===== src/inc/spd_pkg.sv =====
// Purpose: Constants and types for the synthesizer post-divider output stage
// Assumes: Byte-wide register port, 24-bit divider registers spread over three addresses
// Notes: Channel 0 is post-divider B, channel 1 is post-divider C

package spd_pkg;

  // ---------------------------------------------------------------
  // Register map
  // ---------------------------------------------------------------
  localparam logic [7:0] SPD_B_HI_ADDR = 8'h83;
  localparam logic [7:0] SPD_B_MD_ADDR = 8'h84;
  localparam logic [7:0] SPD_B_LO_ADDR = 8'h85;
  localparam logic [7:0] SPD_C_HI_ADDR = 8'h86;
  localparam logic [7:0] SPD_C_MD_ADDR = 8'h87;
  localparam logic [7:0] SPD_C_LO_ADDR = 8'h88;
  localparam logic [23:0] SPD_B_RESET = 24'h00_0002;
  localparam logic [23:0] SPD_C_RESET = 24'h00_0040;

  // ---------------------------------------------------------------
  // Field layout
  // ---------------------------------------------------------------
  localparam int SPD_KIND_MSB = 23;
  localparam int SPD_KIND_LSB = 20;
  localparam int SPD_TYPE_BIT = 19;
  localparam int SPD_POL_BIT = 18;
  localparam int SPD_SEL_MSB = 17;
  localparam int SPD_SEL_LSB = 16;
  localparam int SPD_RATE_MSB = 15;
  localparam logic [3:0] SPD_KIND_SPECIAL = 4'hF;
  localparam logic [1:0] SPD_SEL_A = 2'h0;
  localparam logic [1:0] SPD_SEL_LF_B = 2'h1;
  localparam logic [1:0] SPD_SEL_LF_C = 2'h2;
  localparam logic [1:0] SPD_SEL_D = 2'h3;
  localparam logic [23:0] SPD_DIV_MIN = 24'h00_0002;
  localparam logic [15:0] SPD_RATE_MIN = 16'h0001;

  // ---------------------------------------------------------------
  // Types
  // ---------------------------------------------------------------
  typedef enum logic [1:0] {
    SPD_MODE_DIV = 2'b00,
    SPD_MODE_LF = 2'b01,
    SPD_MODE_FRAME = 2'b10
  } spd_mode_t;

  typedef enum logic {
    SPD_FP_IDLE = 1'b0,
    SPD_FP_ACTIVE = 1'b1
  } spd_fp_state_t;

endpackage


===== src/rtl/spd_post_div.sv =====
// Purpose: Output stage of post-dividers B and C: divided clock, low-frequency clock, frame pulse
// Assumes: All inputs synchronous to clk_in; sibling clocks are slower than clk_in / 2
// Notes: Outputs are registered waveforms built from clk_in edges

module spd_post_div (
  // Clock and reset
  input wire logic clk_in,
  input wire logic rst_in,
  // Register port
  input wire logic [7:0] reg_addr_in,
  input wire logic reg_wr_in,
  input wire logic [7:0] reg_wdata_in,
  output logic [7:0] reg_rdata_out,
  // Timing sources
  input wire logic base_x2_tick_in,
  input wire logic sib_a_clk_in,
  input wire logic sib_d_clk_in,
  // Outputs
  output logic div_b_out,
  output logic div_c_out
);

  // ---------------------------------------------------------------
  // Helpers
  // ---------------------------------------------------------------
  // Kind decode
  function automatic spd_pkg::spd_mode_t mode_of(input logic [23:0] r, input logic [1:0] lf_sel);
    if (r[spd_pkg::SPD_KIND_MSB:spd_pkg::SPD_KIND_LSB] != spd_pkg::SPD_KIND_SPECIAL) begin
      return spd_pkg::SPD_MODE_DIV;
    end else if (r[spd_pkg::SPD_SEL_MSB:spd_pkg::SPD_SEL_LSB] == lf_sel) begin
      return spd_pkg::SPD_MODE_LF;
    end
    return spd_pkg::SPD_MODE_FRAME;
  endfunction

  // Divisors below two cannot form a toggling clock from clk_in flops
  function automatic logic [23:0] clamp_div(input logic [23:0] n);
    return (n < spd_pkg::SPD_DIV_MIN) ? spd_pkg::SPD_DIV_MIN : n;
  endfunction

  // Odd divisors stay high one extra cycle: (n+1)/2 of n
  function automatic logic [23:0] high_len(input logic [23:0] n);
    logic [24:0] s;
    s = {1'b0, n} + 25'h000_0001;
    return s[24:1];
  endfunction

  // ---------------------------------------------------------------
  // Registers
  // ---------------------------------------------------------------
  logic [23:0] div_reg_q [2];
  logic [7:0] rdata_q;

  always_ff @(posedge clk_in) begin
    if (rst_in) begin
      div_reg_q[0] <= spd_pkg::SPD_B_RESET;
      div_reg_q[1] <= spd_pkg::SPD_C_RESET;
    end else if (reg_wr_in) begin
      case (reg_addr_in)
        spd_pkg::SPD_B_HI_ADDR: div_reg_q[0][23:16] <= reg_wdata_in;
        spd_pkg::SPD_B_MD_ADDR: div_reg_q[0][15:8] <= reg_wdata_in;
        spd_pkg::SPD_B_LO_ADDR: div_reg_q[0][7:0] <= reg_wdata_in;
        spd_pkg::SPD_C_HI_ADDR: div_reg_q[1][23:16] <= reg_wdata_in;
        spd_pkg::SPD_C_MD_ADDR: div_reg_q[1][15:8] <= reg_wdata_in;
        spd_pkg::SPD_C_LO_ADDR: div_reg_q[1][7:0] <= reg_wdata_in;
        default: ;
      endcase
    end
  end

  always_ff @(posedge clk_in) begin
    if (rst_in) begin
      rdata_q <= 8'h00;
    end else begin
      case (reg_addr_in)
        spd_pkg::SPD_B_HI_ADDR: rdata_q <= div_reg_q[0][23:16];
        spd_pkg::SPD_B_MD_ADDR: rdata_q <= div_reg_q[0][15:8];
        spd_pkg::SPD_B_LO_ADDR: rdata_q <= div_reg_q[0][7:0];
        spd_pkg::SPD_C_HI_ADDR: rdata_q <= div_reg_q[1][23:16];
        spd_pkg::SPD_C_MD_ADDR: rdata_q <= div_reg_q[1][15:8];
        spd_pkg::SPD_C_LO_ADDR: rdata_q <= div_reg_q[1][7:0];
        default: rdata_q <= 8'h00;
      endcase
    end
  end

  assign reg_rdata_out = rdata_q;

  // ---------------------------------------------------------------
  // Decode
  // ---------------------------------------------------------------
  spd_pkg::spd_mode_t mode [2];
  logic [23:0] eff_div [2];
  logic [23:0] half_div [2];
  logic [1:0] sel [2];
  logic pol [2];
  logic gci [2];
  logic [15:0] fr_last [2];
  logic out_q [2];
  logic sib_lvl [2];

  always_comb begin
    for (int i = 0; i < 2; i++) begin
      sel[i] = div_reg_q[i][spd_pkg::SPD_SEL_MSB:spd_pkg::SPD_SEL_LSB];
      pol[i] = div_reg_q[i][spd_pkg::SPD_POL_BIT];
      gci[i] = div_reg_q[i][spd_pkg::SPD_TYPE_BIT];
      // Zero spacing is treated as one period
      fr_last[i] = (div_reg_q[i][spd_pkg::SPD_RATE_MSB:0] < spd_pkg::SPD_RATE_MIN) ? 16'h0000 :
                   16'(div_reg_q[i][spd_pkg::SPD_RATE_MSB:0] - spd_pkg::SPD_RATE_MIN);
    end
    mode[0] = mode_of(div_reg_q[0], spd_pkg::SPD_SEL_LF_B);
    mode[1] = mode_of(div_reg_q[1], spd_pkg::SPD_SEL_LF_C);
    for (int i = 0; i < 2; i++) begin
      // Full 24-bit divisor outside kind 1111, 16-bit factor in low-frequency mode
      if (mode[i] == spd_pkg::SPD_MODE_LF) begin
        eff_div[i] = clamp_div({8'h00, div_reg_q[i][spd_pkg::SPD_RATE_MSB:0]});
      end else begin
        eff_div[i] = clamp_div(div_reg_q[i]);
      end
      half_div[i] = high_len(eff_div[i]);
    end
    case (sel[0])
      spd_pkg::SPD_SEL_A: sib_lvl[0] = sib_a_clk_in;
      spd_pkg::SPD_SEL_D: sib_lvl[0] = sib_d_clk_in;
      spd_pkg::SPD_SEL_LF_C: sib_lvl[0] = out_q[1];
      default: sib_lvl[0] = 1'b0;
    endcase
    case (sel[1])
      spd_pkg::SPD_SEL_A: sib_lvl[1] = sib_a_clk_in;
      spd_pkg::SPD_SEL_D: sib_lvl[1] = sib_d_clk_in;
      spd_pkg::SPD_SEL_LF_B: sib_lvl[1] = out_q[0];
      default: sib_lvl[1] = 1'b0;
    endcase
  end

  // ---------------------------------------------------------------
  // Divided and low-frequency clock
  // ---------------------------------------------------------------
  logic [23:0] div_cnt_q [2];
  logic [23:0] div_cnt_d [2];
  logic wave_q [2];

  always_comb begin
    for (int i = 0; i < 2; i++) begin
      div_cnt_d[i] = div_cnt_q[i];
      // Free-running count on clk_in in divide mode; on base ticks only in low-frequency mode; held in frame mode
      if (mode[i] == spd_pkg::SPD_MODE_DIV ||
          (mode[i] == spd_pkg::SPD_MODE_LF && base_x2_tick_in)) begin
        div_cnt_d[i] = (div_cnt_q[i] >= eff_div[i] - 24'h00_0001) ? 24'h00_0000 :
                       24'(div_cnt_q[i] + 24'h00_0001);
      end
    end
  end

  // Duty depends on clk_in granularity; an even divisor gives exact 50%
  always_ff @(posedge clk_in) begin
    for (int i = 0; i < 2; i++) begin
      if (rst_in) begin
        div_cnt_q[i] <= 24'h00_0000;
        wave_q[i] <= 1'b0;
      end else begin
        div_cnt_q[i] <= div_cnt_d[i];
        wave_q[i] <= (div_cnt_d[i] < half_div[i]);
      end
    end
  end

  // ---------------------------------------------------------------
  // Frame pulse
  // ---------------------------------------------------------------
  logic sib_prev_q [2];
  logic [15:0] fr_cnt_q [2];
  spd_pkg::spd_fp_state_t fp_q [2];
  logic rise [2];
  logic trig [2];
  logic start [2];

  always_comb begin
    for (int i = 0; i < 2; i++) begin
      rise[i] = sib_lvl[i] & ~sib_prev_q[i];
      // Leading-edge style works on rising edges, mid-pulse style a half period early
      trig[i] = gci[i] ? rise[i] : (~sib_lvl[i] & sib_prev_q[i]);
      start[i] = trig[i] && (fr_cnt_q[i] == fr_last[i]);
    end
  end

  always_ff @(posedge clk_in) begin
    for (int i = 0; i < 2; i++) begin
      if (rst_in) begin
        sib_prev_q[i] <= 1'b0;
        fr_cnt_q[i] <= 16'h0000;
      end else begin
        sib_prev_q[i] <= sib_lvl[i];
        if (mode[i] != spd_pkg::SPD_MODE_FRAME) begin
          fr_cnt_q[i] <= 16'h0000;
        end else if (rise[i]) begin
          fr_cnt_q[i] <= (fr_cnt_q[i] >= fr_last[i]) ? 16'h0000 : 16'(fr_cnt_q[i] + 16'h0001);
        end
      end
    end
  end

  always_ff @(posedge clk_in) begin
    for (int i = 0; i < 2; i++) begin
      if (rst_in || mode[i] != spd_pkg::SPD_MODE_FRAME) begin
        fp_q[i] <= spd_pkg::SPD_FP_IDLE;
      end else begin
        // Pulse opens and closes only on sibling edges
        case (fp_q[i])
          spd_pkg::SPD_FP_IDLE: begin
            if (start[i]) begin
              fp_q[i] <= spd_pkg::SPD_FP_ACTIVE;
            end
          end
          spd_pkg::SPD_FP_ACTIVE: begin
            if (trig[i] && !start[i]) begin
              fp_q[i] <= spd_pkg::SPD_FP_IDLE;
            end
          end
          default: fp_q[i] <= spd_pkg::SPD_FP_IDLE;
        endcase
      end
    end
  end

  // ---------------------------------------------------------------
  // Output select
  // ---------------------------------------------------------------
  always_ff @(posedge clk_in) begin
    for (int i = 0; i < 2; i++) begin
      if (rst_in) begin
        out_q[i] <= 1'b0;
      end else if (mode[i] == spd_pkg::SPD_MODE_FRAME) begin
        out_q[i] <= (fp_q[i] == spd_pkg::SPD_FP_ACTIVE) ^ pol[i];
      end else begin
        out_q[i] <= wave_q[i];
      end
    end
  end

  assign div_b_out = out_q[0];
  assign div_c_out = out_q[1];

  // ---------------------------------------------------------------
  // Assertions
  // ---------------------------------------------------------------
  // Counter and wave still hold reset values on the first edge after release
  a_div_starts_high: assert property (@(posedge clk_in) disable iff (rst_in)
    (!$past(rst_in) && mode[0] == spd_pkg::SPD_MODE_DIV &&
     $past(mode[0]) == spd_pkg::SPD_MODE_DIV && div_cnt_q[0] == 24'h00_0000) |-> wave_q[0])
    else $error("divided clock not high at count start");

  a_div_wrap_c: assert property (@(posedge clk_in) disable iff (rst_in)
    (mode[1] == spd_pkg::SPD_MODE_DIV && div_cnt_q[1] >= eff_div[1] - 24'h00_0001 &&
     $stable(div_reg_q[1])) |=> div_cnt_q[1] == 24'h00_0000)
    else $error("divider C did not wrap at full divisor");

  a_lf_hold_b: assert property (@(posedge clk_in) disable iff (rst_in)
    (mode[0] == spd_pkg::SPD_MODE_LF && !base_x2_tick_in) |=> $stable(div_cnt_q[0]))
    else $error("low-frequency count on B moved without a base tick");

  a_lf_hold_c: assert property (@(posedge clk_in) disable iff (rst_in)
    (mode[1] == spd_pkg::SPD_MODE_LF && !base_x2_tick_in) |=> $stable(div_cnt_q[1]))
    else $error("low-frequency count on C moved without a base tick");

  a_odd_duty_fall: assert property (@(posedge clk_in) disable iff (rst_in)
    (mode[0] == spd_pkg::SPD_MODE_DIV && $stable(div_reg_q[0]) &&
     $past(div_reg_q[0], 2) == div_reg_q[0] && $fell(wave_q[0]))
    |-> div_cnt_q[0] == half_div[0])
    else $error("divided clock fell at wrong count");

  a_frame_start_c: assert property (@(posedge clk_in) disable iff (rst_in)
    (mode[1] == spd_pkg::SPD_MODE_FRAME && $stable(div_reg_q[1]) && start[1] &&
     fp_q[1] == spd_pkg::SPD_FP_IDLE) ##1 $stable(div_reg_q[1])
    |=> (out_q[1] == !$past(pol[1], 2)))
    else $error("frame pulse C did not open at boundary");

  a_frame_width: assert property (@(posedge clk_in) disable iff (rst_in)
    (mode[0] == spd_pkg::SPD_MODE_FRAME && $stable(div_reg_q[0]) &&
     fp_q[0] == spd_pkg::SPD_FP_ACTIVE && !trig[0]) |=> fp_q[0] == spd_pkg::SPD_FP_ACTIVE)
    else $error("frame pulse B closed off a sibling edge");

  a_frame_space: assert property (@(posedge clk_in) disable iff (rst_in)
    (mode[1] == spd_pkg::SPD_MODE_FRAME && $stable(div_reg_q[1]) && !rise[1])
    |=> $stable(fr_cnt_q[1]))
    else $error("frame spacing count moved without sibling edge");

  a_sel_decode_b: assert property (@(posedge clk_in) disable iff (rst_in)
    sel[0] == spd_pkg::SPD_SEL_LF_C |-> sib_lvl[0] == div_c_out)
    else $error("B selector 10 not routed to C");

  a_sel_decode_c: assert property (@(posedge clk_in) disable iff (rst_in)
    sel[1] == spd_pkg::SPD_SEL_LF_B |-> sib_lvl[1] == div_b_out)
    else $error("C selector 01 not routed to B");

  a_kind_mode: assert property (@(posedge clk_in) disable iff (rst_in)
    (div_reg_q[0][spd_pkg::SPD_KIND_MSB:spd_pkg::SPD_KIND_LSB] != spd_pkg::SPD_KIND_SPECIAL)
    ##1 $stable(div_reg_q[0]) |=> (out_q[0] == $past(wave_q[0])))
    else $error("non-special kind did not select divided clock");

endmodule // spd_post_div


===== config.mk =====
export PLATFORM = sky130hd
export DESIGN_NAME = spd_post_div
export DESIGN_NICKNAME = d
export VERILOG_FILES = /design/src/inc/spd_pkg.sv /design/src/rtl/spd_post_div.sv
export SDC_FILE = /design/constraint.sdc
export NUM_CORES = 1
export LEC_CHECK = 0
export BUFFER_PORTS_ARGS = -buffer_cell sky130_fd_sc_hd__buf_4
export CAP_MARGIN = 20
export CORE_ASPECT_RATIO = 0.8
export CORE_MARGIN = 2
export CORE_UTILIZATION = 35
export DETAILED_ROUTE_END_ITERATION = 7
export GPL_TIMING_DRIVEN = 0
export PLACE_DENSITY = 0.54
export SYNTH_ARGS = -nofsm -noshare
export SYNTH_HDL_FRONTEND = slang
export SYNTH_SLANG_ARGS = --single-unit

===== constraint.sdc =====
create_clock -name clk_in -period 6.4 [get_ports clk_in]
set_input_delay 0.32 -clock clk_in [delete_from_list [all_inputs] [get_ports clk_in]]
set_output_delay 0.32 -clock clk_in [all_outputs]
set_load 0.02 [all_outputs]

### Word-level counts from Yosys, hierarchy flattened

Memories as Yosys holds them, arrays and structs flattened.
Cells that the tools add are included.

* add/sub/neg operators: 10
* multiply operators: 0
* divide/modulo/power cells: 0
* order comparisons: 12
* equality and inequality tests: 22
* shift operators: 0
* muxes and demuxes: 126
* bitwise gates (word level): 34
* reductions and logical operators: 16

Operator list (count)
* two-way mux 24 bit: 10
* two-way mux 16 bit: 10
* two-way mux 1 bit: 91
* adder 24 x 1 -> 25 bit (second input constant): 2
* adder 24 x 1 -> 24 bit (second input constant): 2
* == test 8 bit (second input constant): 6
* >= comparator 24 bit: 2
* < comparator 24 x 2 -> 1 bit (second input constant): 2
* < comparator 24 bit: 2
* two-way mux 8 bit: 6
* one-hot mux 8 bit (6 select lines): 1
* subtractor 24 x 1 -> 24 bit (second input constant): 2
* adder 16 x 1 -> 16 bit (second input constant): 2
* == test 16 bit: 2
* >= comparator 16 bit: 2
* < comparator 16 x 1 -> 1 bit (second input constant): 2
* < comparator 16 x 2 -> 1 bit (second input constant): 2
* subtractor 16 x 1 -> 16 bit (second input constant): 2
* OR 1 bit: 24
* == test 2 bit (second input constant): 6
* two-way mux 2 bit: 6
* == test 2 x 1 -> 1 bit (second input constant): 4
* logical NOT 2 bit: 4
* inequality test 4 bit (second input constant): 2
* other kinds (8): 26

* register bits: 8
* latch bits: 0
* memory bits (writable): 136
* bits in read-only memories: 0
* input port bits: 22
* logic and storage cells: 228
* memories kept: 7

Memory list
* div_cnt_q: words 2, bits a word 24, read ports 2, clocked after memory_dff 0, write ports 2, line spd_post_div.sv:139 `logic [23:0] div_cnt_q [2];`
* div_reg_q: words 2, bits a word 24, read ports 2, clocked after memory_dff 0, write ports 2, line spd_post_div.sv:51 `logic [23:0] div_reg_q [2];`
* fr_cnt_q: words 2, bits a word 16, read ports 2, clocked after memory_dff 0, write ports 2, line spd_post_div.sv:172 `logic [15:0] fr_cnt_q [2];`
* fp_q: words 2, bits a word 1, read ports 2, clocked after memory_dff 0, write ports 2, line spd_post_div.sv:173 `spd_pkg::spd_fp_state_t fp_q [2];`
* out_q: words 2, bits a word 1, read ports 2, clocked after memory_dff 0, write ports 2, line spd_post_div.sv:99 `logic out_q [2];`
* sib_prev_q: words 2, bits a word 1, read ports 2, clocked after memory_dff 0, write ports 2, line spd_post_div.sv:171 `logic sib_prev_q [2];`
* +1 memories

### Logic depth before layout (Yosys ltp)

Gate-level depths: netlist (run 1).
An unclocked memory read counts as a cell.

* depth after elaboration: 14
* mapped depth: 28
* gate-level depth less buffers: 25

### Worst setup path before layout (run 1)

Ideal clock, no wire load.

* path kind: register to register
* start point: memory div_reg_q[1][19]
* end point: memory wave_q[1]
* library setup time: 0.123 ns
* arrival: 5.408 ns
* required time: 6.277 ns
* path slack: 0.870 ns
* stages on the path, launching flop included: 27
* buffers on the path: 3
* path through: edfxtp_1 buf_2 nor3_1 nand3_1 a211o_1 o21ai_0 ha_1 and3_1 clkbuf_1 a21oi_1 a41oi_1 o21ai_0 ha_1 nand4_1 or4_1 nor2_1 o21ai_0 o21ai_2 buf_2 nor2_1 ha_1 nand2_1 o21bai_1 a2111oi_0 a2111oi_0 nand3_1 a21oi_1

RTL lines
* start: declaration: line spd_post_div.sv:51
* end: declaration: line spd_post_div.sv:141 `logic wave_q [2];`

==> metrics.cfg, run 1 <==
[global_route]
antenna_found_initial=1
track_usage_pct=20.51
grt_pass1_vias=10120
grt_pass1_wl_mm=59.38
overflow=0
grt_start_max_net_pins=17

[sta]
period_share_pct=94.77
slew-limit-headroom_pct=38.92
finalCriticalPeriod_ps=6066
slew_violations=0
fmax_mhz=164.9
finalHoldViolCount=0
fin_worst_skew_ps=16.44
setup_viol=0
tightest_slew_ps=916.2
fin_tns_setup_ps=0

[clock_network]
cts_tree=built
insertion_delay_ps=460
cts_inserted_buffers=17
cts-root-buf=clkbuf_16
cts.clk_slew.worst_paths_ps=80
clockBufferDepth=2
clock_sinks=144
cts_max_level=4
cts_hold_buf=0

[power]
power_leakage_nw=5.645
irDropWorstVdd_uv=163.7
finalPower_mw=2.412
cellPowerDensity_mw_per_mm2=170.0

[synth]
synth_cell_types=86
yosysWarnings=0
synthTopCellsByArea=edfxtp_1 (20%), ha_1 (14%), dfxtp_1 (9.6%), xor2_1 (5.2%), xnor2_1 (4.7%)
yosysTopAreaCell=edfxtp_1
ys_seq_area_share_pct=29.78
synth_commonest_cells=ha_1 (136), nand2_1 (126), nor2_1 (109)
synth.most_common_cell=ha_1
ys_ff_latch=144
avgSynthCellArea_um2=8.849
postSynth.asyncResetShare_pct=0
synthFlopType=edfxtp_1
synthesis.area_mm2=0.01250
synth_edf_count=84
synth_top_area_share_pct=20.17
netlist_instances=1413

[floorplanning]
die_x_um=215.3
die_area_mm2=0.03726
rows=61
fp.dieH_um=173.1
core_area_mm2=0.03496
ios=32
start_util_pct=35.77

[cells_and_area]
post_route_cells_drive_above_1_share_pct=14.47
nFillCells=3601
antenna_cells=0
fin_nets=1631
multiInputGateArea_mm2=0.008426
utilization_pct=40.58
area_delta_synth_final_pct=13.46
seqCellArea_mm2=0.003724
final_cells=1958

[detailed_routing]
ant_nets=0
dr.pass1.iters=5
drcViolationCount=0
totalWireLength_mm=38.29
drt-initial-drc-count=914
vias=10860
wl_per_cell_um=19.56
vias_per_cell=5.546

[job]
maxCapViolations=0

[placement]
place_congestion=0.8767
dp_hpwl_mm=29.75
port_buffers=31
place_inst=1918

[critical_path]
startpoint_type=flop
critPathKind=flop to flop
critPathCaptureType=flop
required_ps=6790
critPathArrivalTime_ps=6460
cp_max_fo=10

[hold_path]
hp-class=input pin to flop

[outcome]
status=finished clean

[worst paths after layout]
kind | startpoint | end | slack, ps | cells after the start
worst min register to register | div_cnt_q[1][6] | div_cnt_q[1][6] | 530 | 2
worst max register to register | div_reg_q[1][10] | wave_q[1] | 330 | 24
worst max-delay path | div_reg_q[1][10] | wave_q[1] | 330 | 24
worst min-delay path | reg_wdata_in[2] | div_reg_q[1][10] | 160 | 2
[worst max-delay path, stage by stage, from the launching register on]
cell	delay, ps
edfxtp_1	370
buf_2	220
nor4_4	480
nand4_4	250
a2111oi_4	410
nor2_1	120
ha_1	290
and3_4	210
a41oi_1	220
o21ai_0	160
ha_1	320
nand4_1	110
or4_1	590
nor2_1	110
o21ai_0	130
o21ai_2	180
clkbuf_4	290
nor2_1	90
ha_1	310
and4_1	240
nand3_1	180
a2111oi_4	60
a2111oi_0	400
nand3_1	130
a21oi_1	140
[placed cells by master, fill, tap and decap left out, types with 10 or more instances in the layout]
| master | instances |
|---|---|
| nand2_1 | 123 |
| a21o_1 | 25 |
| dfxtp_1 | 60 |
| buf_2 | 28 |
| nor4_1 | 10 |
| o21ai_0 | 30 |
| nor3_1 | 76 |
| a21oi_1 | 73 |
| nor3_2 | 30 |
| and4_1 | 10 |
| nor2_1 | 106 |
| nand3_1 | 64 |
| nand4_1 | 41 |
| buf_4 | 47 |
| ha_1 | 135 |
| edfxtp_1 | 84 |
| a22oi_1 | 14 |
| and2_1 | 32 |
| xor2_1 | 74 |
| inv_1 | 37 |
| clkbuf_1 | 30 |
| o211ai_1 | 15 |
| clkbuf_16 | 17 |
| nor2b_1 | 15 |
| xnor2_1 | 67 |
| and3_1 | 35 |
[logic make-up after synthesis]
group / Yosys count / synth area share, %
other cells: 1 / 0.02999
mux: 18 / 2.302
simple gates: 619 / 27.30
compound gates: 237 / 12.88
xor+xnor: 141 / 9.877
buf+inv: 117 / 4.223
flops: 144 / 29.78
fa+ha+maj: 136 / 13.61
[routing by layer]
metal  up-vias  track usage (%)  part of all wire, %
met5         -                0                    0
met4         0            6.782                  2.0
met3        35            2.902                  6.1
met2       327            28.43                   40
met1      5179            31.99                   52
li1       5318                -                    -
[cell type report]
class	count	area share (%)
multi-input cells	1153	59.39
flip-flops and latches	144	26.25
well taps	472	4.163
clock buffers	18	3.025
plain buffers	75	2.752
repair buffers	44	2.311
clock inverters	14	1.102
inverters	38	1.005
[stage by stage]
stage	worst slack [ps]	hold slack, ps	instance area (µm²)
5_1_grt	-17.33	166.0	14190
2_1_floorplan	869.9	484.5	12510
3_3_place_gp	-933.0	507.3	13330
3_5_place_dp	-1060	524.9	13340
6_report	334.4	163.8	14190
4_1_cts	-12.28	144.5	13970
[sequential cells by signal (all words and copies together), names as in the netlist]
name and cells:
reg_rdata_out 8, div_cnt_q 48, wave_q 2, out_q 2, div_reg_q 48, sib_prev_q 2
fp_q 2, fr_cnt_q 32
[report_power, final]
part / internal [mW] / switching, mW
sequential: 1.00 / 0.0306
clock: 0.581 / 0.455
combinational: 0.133 / 0.212
total: 1.71 / 0.698
[timing repair]
item	in CTS	in global routing
buffers inserted	0	12
pin swaps	3	13
endpoints found under the setup margin	2	2
gates resized for setup	14	30
No activity file was read; power rests on OpenSTA's default activity.
==> inputs of run 2 (changes only) <==
--- a/config.mk
+++ b/config.mk
@@ -6,13 +6,12 @@
 export NUM_CORES = 1
 export LEC_CHECK = 0
 export BUFFER_PORTS_ARGS = -buffer_cell sky130_fd_sc_hd__buf_4
-export CAP_MARGIN = 20
 export CORE_ASPECT_RATIO = 0.8
 export CORE_MARGIN = 2
 export CORE_UTILIZATION = 35
 export DETAILED_ROUTE_END_ITERATION = 7
 export GPL_TIMING_DRIVEN = 0
-export PLACE_DENSITY = 0.54
+export PLACE_DENSITY = 0.49
 export SYNTH_ARGS = -nofsm -noshare
 export SYNTH_HDL_FRONTEND = slang
 export SYNTH_SLANG_ARGS = --single-unit
==> run 2 against run 1 <==
Effect of this change: clock power is 4% lower; setup slack better by 10 ps; final cell count is 0.26% higher; first-iteration DRC count is 6.7% lower; sequential cell count stayed put; combinational power hardly changed; global-route usage is 0.14 points higher; register-to-register slack hardly changed; hold slack worse by 1.2 ps; routed wire length is 1.4% higher; critical path type unchanged; critical endpoint is now wave_q[0].
==> metrics.cfg, run 2 (same netlist as run 1, synthesis figures left out) <==
[outcome]
status=finished clean

[power]
finalPower_mw=2.376
irDropWorstVdd_uv=166.7
power_leakage_nw=5.648
cellPowerDensity_mw_per_mm2=167.4

[floorplanning]
fp.dieH_um=173.1
die_area_mm2=0.03726
rows=61
start_util_pct=35.77
die_x_um=215.3
ios=32
core_area_mm2=0.03496

[detailed_routing]
totalWireLength_mm=38.81
vias=10700
drcViolationCount=0
dr.pass1.iters=5
drt-initial-drc-count=853
vias_per_cell=5.451
ant_nets=0
wl_per_cell_um=19.77

[clock_network]
cts_tree=built
clockBufferDepth=2
cts_hold_buf=0
clock_sinks=144
cts_max_level=4
cts.clk_slew.worst_paths_ps=70
cts_inserted_buffers=17
cts-root-buf=clkbuf_16
insertion_delay_ps=450

[sta]
fmax_mhz=165.1
period_share_pct=94.61
fin_tns_setup_ps=0
tightest_slew_ps=1213
slew_violations=0
setup_viol=0
finalCriticalPeriod_ps=6055
slew-limit-headroom_pct=18.41
hold-worst-slack_ps=162.6
finalHoldViolCount=0
rsz0062_at_grt=false
fin_worst_skew_ps=15.72

[placement]
port_buffers=31
dp_hpwl_mm=30.36
place_congestion=0.8606

[critical_path]
critPathKind=flop to flop
startpoint_type=flop
critPathArrivalTime_ps=6440
critPathCaptureType=flop
cp_max_fo=10
required_ps=6780

[job]
maxCapViolations=0

[global_route]
grt_pass1_vias=9875
grt_start_max_net_pins=17
grt_pass1_wl_mm=59.37
antenna_found_initial=0
track_usage_pct=20.65
overflow=0

[cells_and_area]
post_route_cells_drive_above_1_share_pct=15.03
utilization_pct=40.59
mostFrequentLayoutCell=ha_1
final_cell_mix=ha_1 (134), nand2_1 (124), nor2_1 (108)
top_regs=div_cnt_q (48), div_reg_q (48), fr_cnt_q (32)
area_delta_synth_final_pct=13.49
fin_nets=1635

[hold_path]
hp-class=input pin to flop

## run 2: critical path: stages, from the launching register on
cell	delay, ps
edfxtp_1	420
buf_2	230
nor4_4	300
a22oi_2	130
nor2_2	210
nand3_2	160
nand2_2	150
ha_4	200
nand3_2	150
or3_1	390
buf_2	180
a221o_1	360
ha_1	280
nand4_1	230
nor4_4	420
o211ai_1	140
a21o_1	230
a21oi_2	220
buf_6	180
nor2_1	60
ha_1	190
or4_1	520
nor2_1	110
a21oi_1	80
a21oi_2	180
nand3_1	100
o21ai_2	130
## run 2: worst paths after layout
check	from	cells past startpoint	slack (ps)	endpoint
setup / recovery	div_reg_q[0][20]	26	340	wave_q[0]
hold / removal	reg_wdata_in[6]	2	160	div_reg_q[1][14]
hold reg to reg	div_cnt_q[1][6]	2	530	div_cnt_q[1][6]
setup reg to reg	div_reg_q[0][20]	26	340	wave_q[0]
## run 2: layer usage
layer / routed length [µm] / vias up / track usage (%) / part of all wire [%]
li1: - / 5299 / - / -
met1: 20920 / 5074 / 32.77 / 54
met2: 15300 / 284 / 28.35 / 39
met3: 1970 / 41 / 3.254 / 5.1
met4: 584 / 2 / 5.201 / 1.5
met5: 37 / - / 0.8974 / 0.095
## run 2: area by class of cell
cell class                      count  area [µm²]
Fill cell                        3574       20770
Clock buffer                       19       432.9
Multi-Input combinational cell   1153        8416
Sequential cell                   144        3724
Timing Repair Buffer               48       360.3
Antenna cell                        1       2.502
Buffer                             75       392.9
Clock inverter                     13       128.9
Tap cell                          472       590.6
Inverter                           38       142.6
## run 2: stage by stage
step	instances	worst slack (ps)	cell area, µm²
3_5_place_dp	1917	-879.8	13330
3_3_place_gp	1917	-846.0	13330
6_report	1963	344.8	14190
2_1_floorplan	1414	869.9	12510
4_1_cts	1949	40.59	13950
5_1_grt	1962	2.010	14190
## run 2: what timing repair did
item | CTS | global route
gates resized for setup | 14 | 36
pin swaps | 3 | 10
endpoints found under the setup margin | 2 | 2
setup buffers | 1 | 16
## run 2: where the power goes
| part | internal, mW | leakage (nW) | switching [mW] |
|---|---|---|---|
| Clock | 0.542 | 0.263 | 0.456 |
| Sequential | 1.00 | 1.38 | 0.0302 |
| Combinational | 0.133 | 4.01 | 0.214 |
==> inputs of run 3 (changes only) <==
--- a/config.mk
+++ b/config.mk
@@ -11,7 +11,7 @@
 export CORE_UTILIZATION = 35
 export DETAILED_ROUTE_END_ITERATION = 7
 export GPL_TIMING_DRIVEN = 0
-export PLACE_DENSITY = 0.49
+export PLACE_DENSITY = 0.51
 export SYNTH_ARGS = -nofsm -noshare
 export SYNTH_HDL_FRONTEND = slang
 export SYNTH_SLANG_ARGS = --single-unit
==> constraint.sdc (replaced) <==
create_clock -name clk_in -period 4.9 [get_ports clk_in]
set_input_delay 0.245 -clock clk_in [delete_from_list [all_inputs] [get_ports clk_in]]
set_output_delay 0.245 -clock clk_in [all_outputs]
set_load 0.02 [all_outputs]
==> run 3 against run 2 <==
Effect of this change: the flow now finishes with violations (setup timing); via count rose by 4.3%; sequential share of layout area fell by 1.9 points; clock-buffer cell count fell by 1; critical endpoint unchanged.
==> metrics.cfg, run 3 (same netlist as run 1, synthesis figures left out) <==
[floorplanning]
ios=32
die_area_mm2=0.03726
rows=61
start_util_pct=35.77
die_x_um=215.3
core_area_mm2=0.03496
fp.dieH_um=173.1

[hold_path]
hp-class=input pin to flop
hold_path_depth=2
whs_endpoint=div_reg_q[1][14]
hp-start=reg_wdata_in[6]

[critical_path]
critPathKind=flop to flop
r2r-start=div_reg_q[0][20]
cp_max_fo=6
cp_slowest_cell=or4_4
reg2reg_depth=25
critPathCaptureType=flop
r2r_setup_slack_ps=-630
critPathArrivalTime_ps=5920
required_ps=5280
r2r-end=wave_q[0]
critical-path-top-delay-family=simple AND/OR/NAND/NOR gates
cp_num_buf_inv=2
startpoint_type=flop
max_stage_delay_ps=550

[clock_network]
cts_hold_buf=0
cts_tree=built
insertion_delay_ps=450
clock_sinks=144
cts-root-buf=clkbuf_16
cts.clk_slew.worst_paths_ps=70
cts_inserted_buffers=17
clockBufferDepth=2
cts_max_level=4

[sta]
rsz0062_at_grt=true
tightest_slew_ps=1170
fin_worst_skew_ps=19.63
period_share_pct=112.9
slew_violations=0
fmax_mhz=180.7
setup_viol=2
fin_ws_ps=-633.5
finalCriticalPeriod_ps=5533
finalHoldViolCount=0
slew-limit-headroom_pct=22.02

[power]
power_leakage_nw=6.009
cellPowerDensity_mw_per_mm2=206.1
irDropWorstVdd_uv=222.2

[outcome]
violations=setup timing
status=complete, but fails checks

[detailed_routing]
wl_per_cell_um=20.05
ant_nets=0
drt-initial-drc-count=919
vias=11160
vias_per_cell=5.523
drcViolationCount=0
dr.pass1.iters=5
totalWireLength_mm=40.51

[placement]
place_inst=1917
dp_hpwl_mm=30.24
dpl-instance-area_mm2=0.01345
port_buffers=31
place_congestion=0.8733

[cells_and_area]
post_route_cells_drive_above_1_share_pct=23.32
final_cell_mix=nand2_1 (120), ha_1 (120), buf_4 (110)
antenna_cells=0
area_delta_synth_final_pct=22.48
fin_nets=1693
nFillCells=3483
final_cells=2020
top_regs=div_cnt_q (48), div_reg_q (48), fr_cnt_q (32)
fin_area_mm2=0.01531

[global_route]
antenna_found_initial=1
grt_pass1_wl_mm=62.14
overflow=0
grt_start_max_net_pins=17
grt_pass1_vias=10540
track_usage_pct=21.46

[job]
maxCapViolations=0

-- run 3: cell types whose count changed in the layout (fill, tap and decap cells not counted), sizes merged --
cell | before | now
buf | 94 | 157
clkbuf | 48 | 42
diode | 1 | 0
clkinvlp | 4 | 3
inv | 43 | 42
clkinv | 3 | 6
-- run 3: area by class of cell --
class                           count  area (µm²)  share of cell area [%]
Buffer                             69       421.7                   2.753
Clock buffer                       18       429.2                   2.803
Clock inverter                     14       132.6                  0.8661
Inverter                           38       142.6                  0.9315
Multi-Input combinational cell   1153        9011                   58.84
Sequential cell                   144        3724                   24.32
Tap cell                          472       590.6                   3.857
Timing Repair Buffer              112       862.1                   5.630
-- run 3: timing repair --
| action | 4_1_cts | 5_1_grt |
|---|---|---|
| gates cloned | 1 | 0 |
| endpoints found under the hold margin | 0 | 0 |
| resized for setup | 121 | 33 |
| setup buffers | 57 | 23 |
| pin swaps | 61 | 50 |
| setup endpoints to repair | 30 | 2 |
-- run 3: metal layers --
metal	share of wire (%)	up-vias	routed length, µm	global-route usage [%]
met5	0	-	0	0
met4	2.0	0	799	6.322
met3	4.9	49	1976	3.043
met2	41	310	16540	30.05
met1	52	5374	21190	33.49
li1	-	5424	-	-
-- run 3: worst max-delay path by stage --
stage                                 from         to  slack [ps]  cells after the start
after global placement    div_reg_q[0][20]  wave_q[0]       -1500                     26
after global routing      div_reg_q[0][20]  wave_q[0]        -780                     25
after floorplan            div_reg_q[1][2]  wave_q[1]        -180                     26
after detailed placement  div_reg_q[0][20]  wave_q[0]       -1500                     28
final                     div_reg_q[0][20]  wave_q[0]        -630                     25
after CTS                 div_reg_q[0][12]  wave_q[0]        -540                     26
-- run 3: worst register-to-register path, cell delays in order (launching register included) --
cell and delay (ps):
edfxtp_1 430, buf_6 150, nor4_4 290, a22oi_2 150, nor2_4 210, nand3_4 110
nand2_4 80, ha_4 160, nand3_4 90, or3_4 380, a221o_1 360, ha_1 280
nand4_1 220, nor4_4 470, o211ai_1 150, a21o_2 240, a21oi_4 190, buf_6 160
nor2_2 50, ha_2 190, or4_4 550, nor2_4 130, o21ai_2 80, a21oi_2 160
nand3_1 80, o21ai_1 130
-- run 3: through the flow --
stage / total power, mW / hold slack [ps] / setup WS (ps) / setup TNS (ps) / util [%]
global route: 3.273 / 111.2 / -778.0 / -1282 / 43.81
detailed placement: 1.802 / 514.9 / -1502 / -7000 / 38.47
CTS: 3.149 / 87.12 / -540.8 / -845.2 / 42.87
floorplan: 1.654 / 422.8 / -180.9 / -310.4 / -
global placement: 1.798 / 510.0 / -1500 / -6331 / 38.47
finish: 3.156 / 98.98 / -633.5 / -990.7 / 43.81
-- run 3: report_power, final --
| part | switching [mW] | internal [mW] |
|---|---|---|
| sequential | 0.0441 | 1.31 |
| clock | 0.600 | 0.706 |
| combinational | 0.296 | 0.202 |
| total | 0.940 | 2.22 |
